--- src/rtl/pmc_pkg.sv ---
// Constants, register map and types of the PID motor speed controller.
// Function
// - Run PID loop only while algorithm select equals one.
// - Decode select: 0 arms calibration, 1 PID, 2 default tuned algorithm.
// - Error equals desired speed minus measured speed.
// - Speed step maps through speed curve to desired drive setpoint.
// - Measured back-EMF stands for actual motor speed.
// - Proportional term is error times proportional gain.
// - Integral term is accumulated error over a period times integral gain.
// - Derivative term is error change rate times derivative gain.
// - Sum of three scaled terms forms corrected motor drive.
// - Loop repeats continuously while PID is selected.
// - Gains are bytes 0-255, reset to 4, 8 and 1.
package pmc_pkg;

   // ----------------------------------------------------------------
   // Register map.
   // ----------------------------------------------------------------
   localparam logic [7:0] PMC_OFS_KP = 8'h99;
   localparam logic [7:0] PMC_OFS_KI = 8'h9a;
   localparam logic [7:0] PMC_OFS_KD = 8'h9b;
   localparam logic [7:0] PMC_OFS_ALG = 8'h95;
   localparam logic [7:0] PMC_OFS_STEP = 8'ha0;
   localparam logic [7:0] PMC_OFS_DRIVE = 8'ha1;
   localparam logic [7:0] PMC_OFS_STATUS = 8'ha2;
   localparam logic [7:0] PMC_OFS_CURVE = 8'hc0;

   // ----------------------------------------------------------------
   // Reset values.
   // ----------------------------------------------------------------
   localparam logic [7:0] PMC_RST_KP = 8'h04;
   localparam logic [7:0] PMC_RST_KI = 8'h08;
   localparam logic [7:0] PMC_RST_KD = 8'h01;
   localparam logic [1:0] PMC_RST_ALG = 2'h2;

   // ----------------------------------------------------------------
   // Timing: loop update period and integral window.
   // ----------------------------------------------------------------
   localparam int PMC_CLK_HZ = 40000000;
   localparam int PMC_LOOP_US = 100;
   localparam int PMC_LOOP_CYC = PMC_CLK_HZ / 1000000 * PMC_LOOP_US;
   localparam int PMC_INT_WINDOW = 64;

   // Algorithm select codes.
   typedef enum logic [1:0] {
      PMC_ALG_CALIB = 2'b00,
      PMC_ALG_PID = 2'b01,
      PMC_ALG_TUNED = 2'b10
   } pmc_alg_t;

   // Pipeline stages of one loop update.
   typedef enum logic [1:0] {
      PMC_ST_IDLE = 2'b00,
      PMC_ST_ERR = 2'b01,
      PMC_ST_TERM = 2'b10,
      PMC_ST_SUM = 2'b11
   } pmc_state_t;

endpackage : pmc_pkg

--- src/rtl/pmc_gain_scaler.sv ---
// Signed error times unsigned byte gain.
`timescale 1ns/100ps
module pmc_gain_scaler #(
   parameter int IN_W = 18
) (
   clk_sys,
   sys_rst,
   termIn,
   gain,
   scaled
);
   input wire logic clk_sys;
   input wire logic sys_rst;
   input wire logic signed [IN_W-1:0] termIn;
   input wire logic [7:0] gain;
   output logic signed [IN_W+8:0] scaled;

   // ----------------------------------------------------------------
   // Registered product.
   // ----------------------------------------------------------------
   // Gain is widened with a zero sign bit so the product stays signed.
   always_ff @(posedge clk_sys or posedge sys_rst) begin
      if (sys_rst) begin
         scaled <= '0;
      end else begin
         scaled <= termIn * $signed({1'b0, gain});
      end
   end

endmodule : pmc_gain_scaler

--- src/rtl/pmc_pid_motor.sv ---
// PID motor speed controller with register port and speed curve.
`timescale 1ns/100ps
module pmc_pid_motor #(
   parameter int DRIVE_W = 8,
   parameter int LOOP_CYC = pmc_pkg::PMC_LOOP_CYC,
   parameter int INT_WINDOW = pmc_pkg::PMC_INT_WINDOW
) (
   input wire logic clk_sys,
   input wire logic sys_rst,
   input wire logic [7:0] regAddr,
   input wire logic [7:0] regWrData,
   input wire logic regWrStb,
   input wire logic regRdStb,
   output logic [7:0] regRdData,
   input wire logic [DRIVE_W-1:0] bemfSample,
   output logic [DRIVE_W-1:0] motorDrive,
   output logic pidActive,
   output logic calibArmed,
   output logic tunedSelected
);

   // ----------------------------------------------------------------
   // Local widths.
   // ----------------------------------------------------------------
   // The error spans minus to plus full scale; the integral holds up to
   // sixty-four full-scale errors, and the products add a byte of gain.
   localparam int EW = DRIVE_W + 2;
   localparam int IW = DRIVE_W + 8;
   localparam int PW = IW + 9;
   localparam int SW = PW + 2;
   localparam logic [DRIVE_W-1:0] DMAX = {DRIVE_W{1'b1}};

   // Elaboration check of parameters.
   if (DRIVE_W < 4 || DRIVE_W > 16 || LOOP_CYC < 4 || INT_WINDOW < 1) begin : g_chk
      $error("pmc_pid_motor: unsupported parameter values");
   end

   // ----------------------------------------------------------------
   // Registers.
   // ----------------------------------------------------------------
   logic [7:0] kpReg;
   logic [7:0] kiReg;
   logic [7:0] kdReg;
   logic [1:0] algReg;
   logic [7:0] stepReg;
   logic [DRIVE_W-1:0] curve [0:15];
   logic [DRIVE_W-1:0] bemfMeta;
   logic [DRIVE_W-1:0] bemfSync;
   logic [DRIVE_W-1:0] bemfPrev;
   logic [DRIVE_W-1:0] bemfHold;
   logic [DRIVE_W-1:0] setpointReg;
   logic signed [EW-1:0] errReg;
   logic signed [EW-1:0] errPrevReg;
   logic signed [EW-1:0] derivReg;
   logic signed [IW-1:0] integReg;
   logic [$clog2(INT_WINDOW+1)-1:0] winCnt;
   logic [$clog2(LOOP_CYC+1)-1:0] tickCnt;
   logic [DRIVE_W-1:0] driveReg;
   pmc_pkg::pmc_state_t stateReg;
   logic signed [PW-1:0] pScaled;
   logic signed [PW-1:0] iScaled;
   logic signed [PW-1:0] dScaled;
   logic signed [SW-1:0] sumNext;
   logic signed [IW-1:0] integNext;
   logic signed [IW-1:0] intMax;
   logic isPid;

   // ----------------------------------------------------------------
   // Mode select decode.
   // ----------------------------------------------------------------
   // select decode
   assign isPid = (algReg == pmc_pkg::PMC_ALG_PID);
   assign pidActive = isPid;
   assign calibArmed = (algReg == pmc_pkg::PMC_ALG_CALIB);
   assign tunedSelected = (algReg == pmc_pkg::PMC_ALG_TUNED);
   assign intMax = $signed({2'b00, DMAX, 6'h00});

   // ----------------------------------------------------------------
   // Software registers.
   // ----------------------------------------------------------------
   // Gain and mode registers written by software.
   // gain reset values
   always_ff @(posedge clk_sys or posedge sys_rst) begin
      if (sys_rst) begin
         kpReg <= pmc_pkg::PMC_RST_KP;
         kiReg <= pmc_pkg::PMC_RST_KI;
         kdReg <= pmc_pkg::PMC_RST_KD;
         algReg <= pmc_pkg::PMC_RST_ALG;
         stepReg <= 8'h00;
      end else if (regWrStb) begin
         unique case (regAddr)
            pmc_pkg::PMC_OFS_KP: kpReg <= regWrData;
            pmc_pkg::PMC_OFS_KI: kiReg <= regWrData;
            pmc_pkg::PMC_OFS_KD: kdReg <= regWrData;
            pmc_pkg::PMC_OFS_ALG: begin
               // Codes above two are ignored.
               if (regWrData <= 8'h02) begin
                  algReg <= regWrData[1:0];
               end
            end
            pmc_pkg::PMC_OFS_STEP: stepReg <= regWrData;
            default: ;
         endcase
      end
   end

   // ----------------------------------------------------------------
   // Speed curve.
   // ----------------------------------------------------------------
   // Speed curve table: 16 points, step uses upper nibble.
   // speed curve table
   genvar gi;
   for (gi = 0; gi < 16; gi++) begin : g_curve
      always_ff @(posedge clk_sys or posedge sys_rst) begin
         if (sys_rst) begin
            curve[gi] <= DRIVE_W'(gi * (2 ** DRIVE_W - 1) / 15);
         end else if (regWrStb && regAddr == pmc_pkg::PMC_OFS_CURVE + 8'(gi)) begin
            curve[gi] <= DRIVE_W'(regWrData);
         end
      end
   end

   // ----------------------------------------------------------------
   // Register readback.
   // ----------------------------------------------------------------
   // Read data, valid one cycle after the read strobe.
   always_ff @(posedge clk_sys or posedge sys_rst) begin
      if (sys_rst) begin
         regRdData <= 8'h00;
      end else if (regRdStb) begin
         if (regAddr >= pmc_pkg::PMC_OFS_CURVE && regAddr < pmc_pkg::PMC_OFS_CURVE + 8'h10) begin
            regRdData <= 8'(curve[regAddr[3:0]]);
         end else begin
            unique case (regAddr)
               pmc_pkg::PMC_OFS_KP: regRdData <= kpReg;
               pmc_pkg::PMC_OFS_KI: regRdData <= kiReg;
               pmc_pkg::PMC_OFS_KD: regRdData <= kdReg;
               pmc_pkg::PMC_OFS_ALG: regRdData <= {6'h00, algReg};
               pmc_pkg::PMC_OFS_STEP: regRdData <= stepReg;
               pmc_pkg::PMC_OFS_DRIVE: regRdData <= 8'(driveReg);
               pmc_pkg::PMC_OFS_STATUS: regRdData <= {6'h00, stateReg};
               default: regRdData <= 8'h00;
            endcase
         end
      end else begin
         regRdData <= 8'h00;
      end
   end

   // ----------------------------------------------------------------
   // Back-EMF input.
   // ----------------------------------------------------------------
   // Back-EMF arrives from the sensing pins: two flip-flops, then a word is
   // taken only when two synchronised samples agree, since the bits of a
   // changing word may settle in different cycles.
   // back-EMF sync
   always_ff @(posedge clk_sys or posedge sys_rst) begin
      if (sys_rst) begin
         bemfMeta <= '0;
         bemfSync <= '0;
         bemfPrev <= '0;
         bemfHold <= '0;
      end else begin
         bemfMeta <= bemfSample;
         bemfSync <= bemfMeta;
         bemfPrev <= bemfSync;
         if (bemfSync == bemfPrev) begin
            bemfHold <= bemfSync;
         end
      end
   end

   // ----------------------------------------------------------------
   // Loop sequencer.
   // ----------------------------------------------------------------
   // Loop tick counter and update sequencer.
   // continuous loop
   always_ff @(posedge clk_sys or posedge sys_rst) begin
      if (sys_rst) begin
         tickCnt <= '0;
         stateReg <= pmc_pkg::PMC_ST_IDLE;
      end else begin
         tickCnt <= (tickCnt == ($bits(tickCnt))'(LOOP_CYC - 1)) ? '0 : tickCnt + 1'b1;
         unique case (stateReg)
            pmc_pkg::PMC_ST_IDLE: begin
               if (isPid && tickCnt == '0) begin
                  stateReg <= pmc_pkg::PMC_ST_ERR;
               end
            end
            pmc_pkg::PMC_ST_ERR: stateReg <= pmc_pkg::PMC_ST_TERM;
            pmc_pkg::PMC_ST_TERM: stateReg <= pmc_pkg::PMC_ST_SUM;
            pmc_pkg::PMC_ST_SUM: stateReg <= pmc_pkg::PMC_ST_IDLE;
         endcase
      end
   end

   // ----------------------------------------------------------------
   // Error and history.
   // ----------------------------------------------------------------
   // Error, derivative and integral bookkeeping.
   // integral clamp
   always_comb begin
      integNext = integReg + IW'(errReg);
      if (integNext > intMax) begin
         integNext = intMax;
      end else if (integNext < -intMax) begin
         integNext = -intMax;
      end
   end

   // Leaving PID clears the history, so that a later return to PID does not
   // start from a stale integral; the first derivative on return is taken against an errPrevReg of zero.
   always_ff @(posedge clk_sys or posedge sys_rst) begin
      if (sys_rst) begin
         setpointReg <= '0;
         errReg <= '0;
         errPrevReg <= '0;
         derivReg <= '0;
         integReg <= '0;
         winCnt <= '0;
      end else if (!isPid) begin
         integReg <= '0;
         errPrevReg <= '0;
         derivReg <= '0;
         winCnt <= '0;
      end else if (stateReg == pmc_pkg::PMC_ST_IDLE && tickCnt == '0) begin
         setpointReg <= curve[stepReg[7:4]];
      end else if (stateReg == pmc_pkg::PMC_ST_ERR) begin
         errReg <= EW'($signed({2'b00, setpointReg})) - EW'($signed({2'b00, bemfHold}));
      end else if (stateReg == pmc_pkg::PMC_ST_TERM) begin
         derivReg <= errReg - errPrevReg;
         errPrevReg <= errReg;
         if (winCnt == ($bits(winCnt))'(INT_WINDOW - 1)) begin
            winCnt <= '0;
            integReg <= IW'(errReg);
         end else begin
            winCnt <= winCnt + 1'b1;
            integReg <= integNext;
         end
      end
   end

   // ----------------------------------------------------------------
   // Gain scalers.
   // ----------------------------------------------------------------
   // Each scaler registers its product every cycle, so in SUM the proportional
   // product holds this pass's error while the other two hold the last pass.
   // proportional scaling
   pmc_gain_scaler #(.IN_W(IW)) uScaleP (
      .clk_sys(clk_sys),
      .sys_rst(sys_rst),
      .termIn(IW'(errReg)),
      .gain(kpReg),
      .scaled(pScaled)
   );

   pmc_gain_scaler #(.IN_W(IW)) uScaleI (
      .clk_sys(clk_sys),
      .sys_rst(sys_rst),
      .termIn(integReg >>> 4),
      .gain(kiReg),
      .scaled(iScaled)
   );

   pmc_gain_scaler #(.IN_W(IW)) uScaleD (
      .clk_sys(clk_sys),
      .sys_rst(sys_rst),
      .termIn(IW'(derivReg)),
      .gain(kdReg),
      .scaled(dScaled)
   );

   // ----------------------------------------------------------------
   // Summation and drive.
   // ----------------------------------------------------------------
   // The sum is divided by four so that the reset gains give a gentle drive;
   // clamping keeps an overflowing sum from reversing the drive.
   // sum of terms
   assign sumNext = (SW'(pScaled) + SW'(iScaled) + SW'(dScaled)) >>> 2;

   // Corrected drive, updated once per loop pass; zero outside PID.
   always_ff @(posedge clk_sys or posedge sys_rst) begin
      if (sys_rst) begin
         driveReg <= '0;
      end else if (!isPid) begin
         driveReg <= '0;
      end else if (stateReg == pmc_pkg::PMC_ST_SUM) begin
         if (sumNext < 0) begin
            driveReg <= '0;
         end else if (sumNext > SW'($signed({1'b0, DMAX}))) begin
            driveReg <= DMAX;
         end else begin
            driveReg <= DRIVE_W'(sumNext);
         end
      end
   end

   assign motorDrive = driveReg;

endmodule : pmc_pid_motor

--- config.mk ---
export PLATFORM = sky130hd
export DESIGN_NAME = pmc_pid_motor
export DESIGN_NICKNAME = d
export VERILOG_FILES = /design/src/rtl/pmc_pkg.sv /design/src/rtl/pmc_gain_scaler.sv /design/src/rtl/pmc_pid_motor.sv
export SDC_FILE = /design/constraint.sdc
export NUM_CORES = 1
export LEC_CHECK = 0
export BUFFER_PORTS_ARGS = -buffer_cell sky130_fd_sc_hd__buf_4
export CORE_MARGIN = 8
export CORE_UTILIZATION = 52
export CTS_CLUSTER_DIAMETER = 40
export CTS_CLUSTER_SIZE = 30
export DETAILED_ROUTE_END_ITERATION = 8
export GPL_TIMING_DRIVEN = 0
export HOLD_SLACK_MARGIN = 0.05
export PLACE_DENSITY = 0.7
export SETUP_SLACK_MARGIN = 0.1
export SLEW_MARGIN = 5
export SYNTH_ARGS = -nofsm -noshare
export SYNTH_HDL_FRONTEND = slang
export SYNTH_SLANG_ARGS = --single-unit
--- constraint.sdc ---
create_clock -name clk_sys -period 13 [get_ports clk_sys]
set_clock_uncertainty 0.1 [all_clocks]
set_input_delay 3.25 -clock clk_sys [delete_from_list [all_inputs] [get_ports clk_sys]]
set_output_delay 3.25 -clock clk_sys [all_outputs]
set_load 0.05 [all_outputs]
==> flow_summary.toml <==
[worst_setup_path]
cp_slowest_stage_delay_ps = 670
cp.required_ps = 9650
endpoint_kind = "primary output"
cp_cell_sequence = "nand2b_1 -> clkbuf_1 -> clkinv_1 -> buf_4"
crit_path_top_delay_cell = "clkbuf_1"
reg2reg_depth = 19
cp.buffers_inverters = 3
critPathLaunch = "algReg[1]"
reg2reg_to = "uScaleD.scaled[17]"
timing.rr.start = "kdReg[0]"
crit_family = "buffers and inverters"
crit_path_end = "pidActive"
startpoint_type = "flip-flop"
worstSetupPathType = "flip-flop to primary output"
regToRegSetupSlack_ps = 7030
cp.arrival_ps = 2880
crit_cells = 4
critPathMaxFanout = 9

[global_route]
grt_pass1_vias = 19900
antenna_found_initial = 1
grt.total_usage_pct = 22.0
busiest_layer = "met2"
use_met1_pct = 28.3
grt_use_met3_pct = 3.17
use_met2_pct = 37.7
grt_pass1_wl_um = 106000
gr-total-overflow = 0
grt_max_degree = 112

[layout]
post-route-util_pct = 58.7
stdcell_area_um2 = 30100
layout.cells.non_filler = 3313
nets = 3021
multi_input_area_um2 = 16600
syn_to_final_growth_pct = 11.7
layout-drive-gt1-share_pct = 18.3
n_antenna_cell = 0
regArea_um2 = 8620
fill_cells = 4273

[synthesis]
yosys.area.top_type = "dfrtp_1"
synth_cells = 2485
syn_area_per_cell_um2 = 10.8
synthAdderAreaFrac_pct = 25.2
yosys.area_share.simple_pct = 11.2
synth_most_common_cell = "inv_1"
synth_top_family_by_area = "adder cells"
yosysSeqAreaShare_pct = 32.0
synthesis.nets = 2919
synth-compound-area-share_pct = 8.02
synth-xor-area-share_pct = 3.12
ys_top_cells_by_area = "dfrtp_1, fa_1, ha_1, mux2_2, mux4_2"
synth.distinct_cells = 71
ys_ff_latch = 341
ys_top_cells_by_count = "inv_1, dfrtp_1, fa_1, nand2_1, ha_1"
synth_mux_area_share_pct = 14.0
synthFlopType = "dfrtp_1"
synth_edf_count = 0
netlist_area_um2 = 26900
yosysWarnings = 0
yosys.area.top_type_share_pct = 25.3
postSynth.asyncResetShare_pct = 100

[power]
seq_power_share_pct = 39.7
powerDensity_nw_per_um2 = 95.1
combPwrFrac_pct = 9.4
p_leak_nw = 14.6
ir_drop_v = 0.000116
power.total_w = 0.00286
p_clk_share_pct = 50.9
p_int_w = 0.00207
swShare_pct = 27.5
switching_power_w = 0.000787

[flow_run]
drv_cap = 0

[min_path]
hold_class = "flip-flop to flip-flop"

[cts]
cts_resized = 0
cts_buffer_depth = 3
clk_pin_slew_worst_paths_ps = 60
clkLatencyLatePin_ps = 630
cts-root-buf = "clkbuf_16"
cts_tree = "yes"
htreeDepth = 2
clock_sinks = 341
holdBufCountCts = 0
postCtsSetupBuffers = 0
cts_made_buffers = 55

[route]
drc_errors = 0
drt-initial-drc-count = 1361
wirelength_um = 64700
viasPerCell = 5.69
drtPass1Iterations = 5
drtAntennaViolNets = 0
num_vias = 18900
avgRoutedWirePerCell_um = 19.5

[timing]
fin_crit_ps = 6230
final_hold_viol_count = 0
drv_slew = 0
fin_ws_ps = 6770
max_freq_mhz = 160
setup_viol = 0
rsz0062_at_grt = "no"
fin_crit_sh_pct = 47.9
slew_headroom_pct = 12.7
tightestPinTransition_ps = 1290

[placed_design]
dp.cells = 3210
place.gp.congestion = 0.880
port_buffers = 42
placed_area_um2 = 28200
place_ws_ps = 6810
post-dp-hpwl_um = 50900

[floorplanning]
core-area_um2 = 51300
dieArea_um2 = 59400
io-pin-count = 47
fp.dieW_um = 244
std_cell_rows = 83
initial_utilization_pct = 52.5
chipHeight_um = 244

[status]
status = "complete, no violations"
## power by group through the flow
stage	Sequential, W	Clock (W)	Combinational, W
after global placement	0.00115	0	0.000256
after CTS	0.00114	0.00148	0.000269
final	0.00114	0.00146	0.000268
after detailed placement	0.00115	0	0.000267
after global routing	0.00114	0.00153	0.000293
after floorplan	0.00114	0	0.000188
## stage by stage
step	hold slack, ps	TNS, ps
finish	245	0
global route	253	0
CTS	249	0
detailed placement	235	0
global placement	234	-798540
floorplan	231	0
## worst min path at each step
stage | from | to | slack (ps) | cells after the start
after global placement | bemfMeta[1] | bemfSync[1] | 230 | 0
after CTS | bemfMeta[2] | bemfSync[2] | 250 | 0
final | bemfMeta[2] | bemfSync[2] | 250 | 0
after global routing | bemfMeta[2] | bemfSync[2] | 250 | 0
after floorplan | bemfMeta[0] | bemfSync[0] | 230 | 0
after detailed placement | bemfMeta[0] | bemfSync[0] | 230 | 0
## registers in the layout (all words and copies together), names as in the netlist, 9 cells and up
register        flops
errReg              9
derivReg           10
uScaleP.scaled     18
curve             128
uScaleI.scaled     21
integReg           16
uScaleD.scaled     19
errPrevReg          9
tickCnt            12
## cells by family after synthesis
| kind of cell | after synthesis |
|---|---|
| compound gates | 320 |
| fa+ha+maj | 406 |
| flops | 341 |
| buf+inv | 466 |
| mux | 256 |
| xor+xnor | 96 |
| simple gates | 600 |
## layout make-up
| type | instances | area share [%] |
|---|---|---|
| Tap cell | 680 | 2.83 |
| Multi-Input combinational cell | 1678 | 55.1 |
| Buffer | 104 | 1.30 |
| Timing Repair Buffer | 45 | 1.32 |
| Sequential cell | 341 | 28.6 |
| Clock inverter | 42 | 1.52 |
| Inverter | 362 | 4.54 |
| Clock buffer | 61 | 4.75 |
## cells in the final DEF (no fill, tap or decap), drive strengths merged, types with 24 or more instances in the layout
cell type,instances
inv,377
dfrtp,273
fa,228
nand2,223
ha,178
mux2,173
and2,162
clkbuf,150
a21oi,85
mux4,80
nor2,75
xnor2,73
dfstp,68
o21ai,65
buf,60
nand3,30
nor3,27
a21o,24
## layer usage
metal  vias up  share of wire, %
li1       8556                 -
met1      9673                42
met2       509                50
met3       129               4.6
met4         0               3.6
met5         -                 0
No activity file was read; power rests on OpenSTA's default activity.
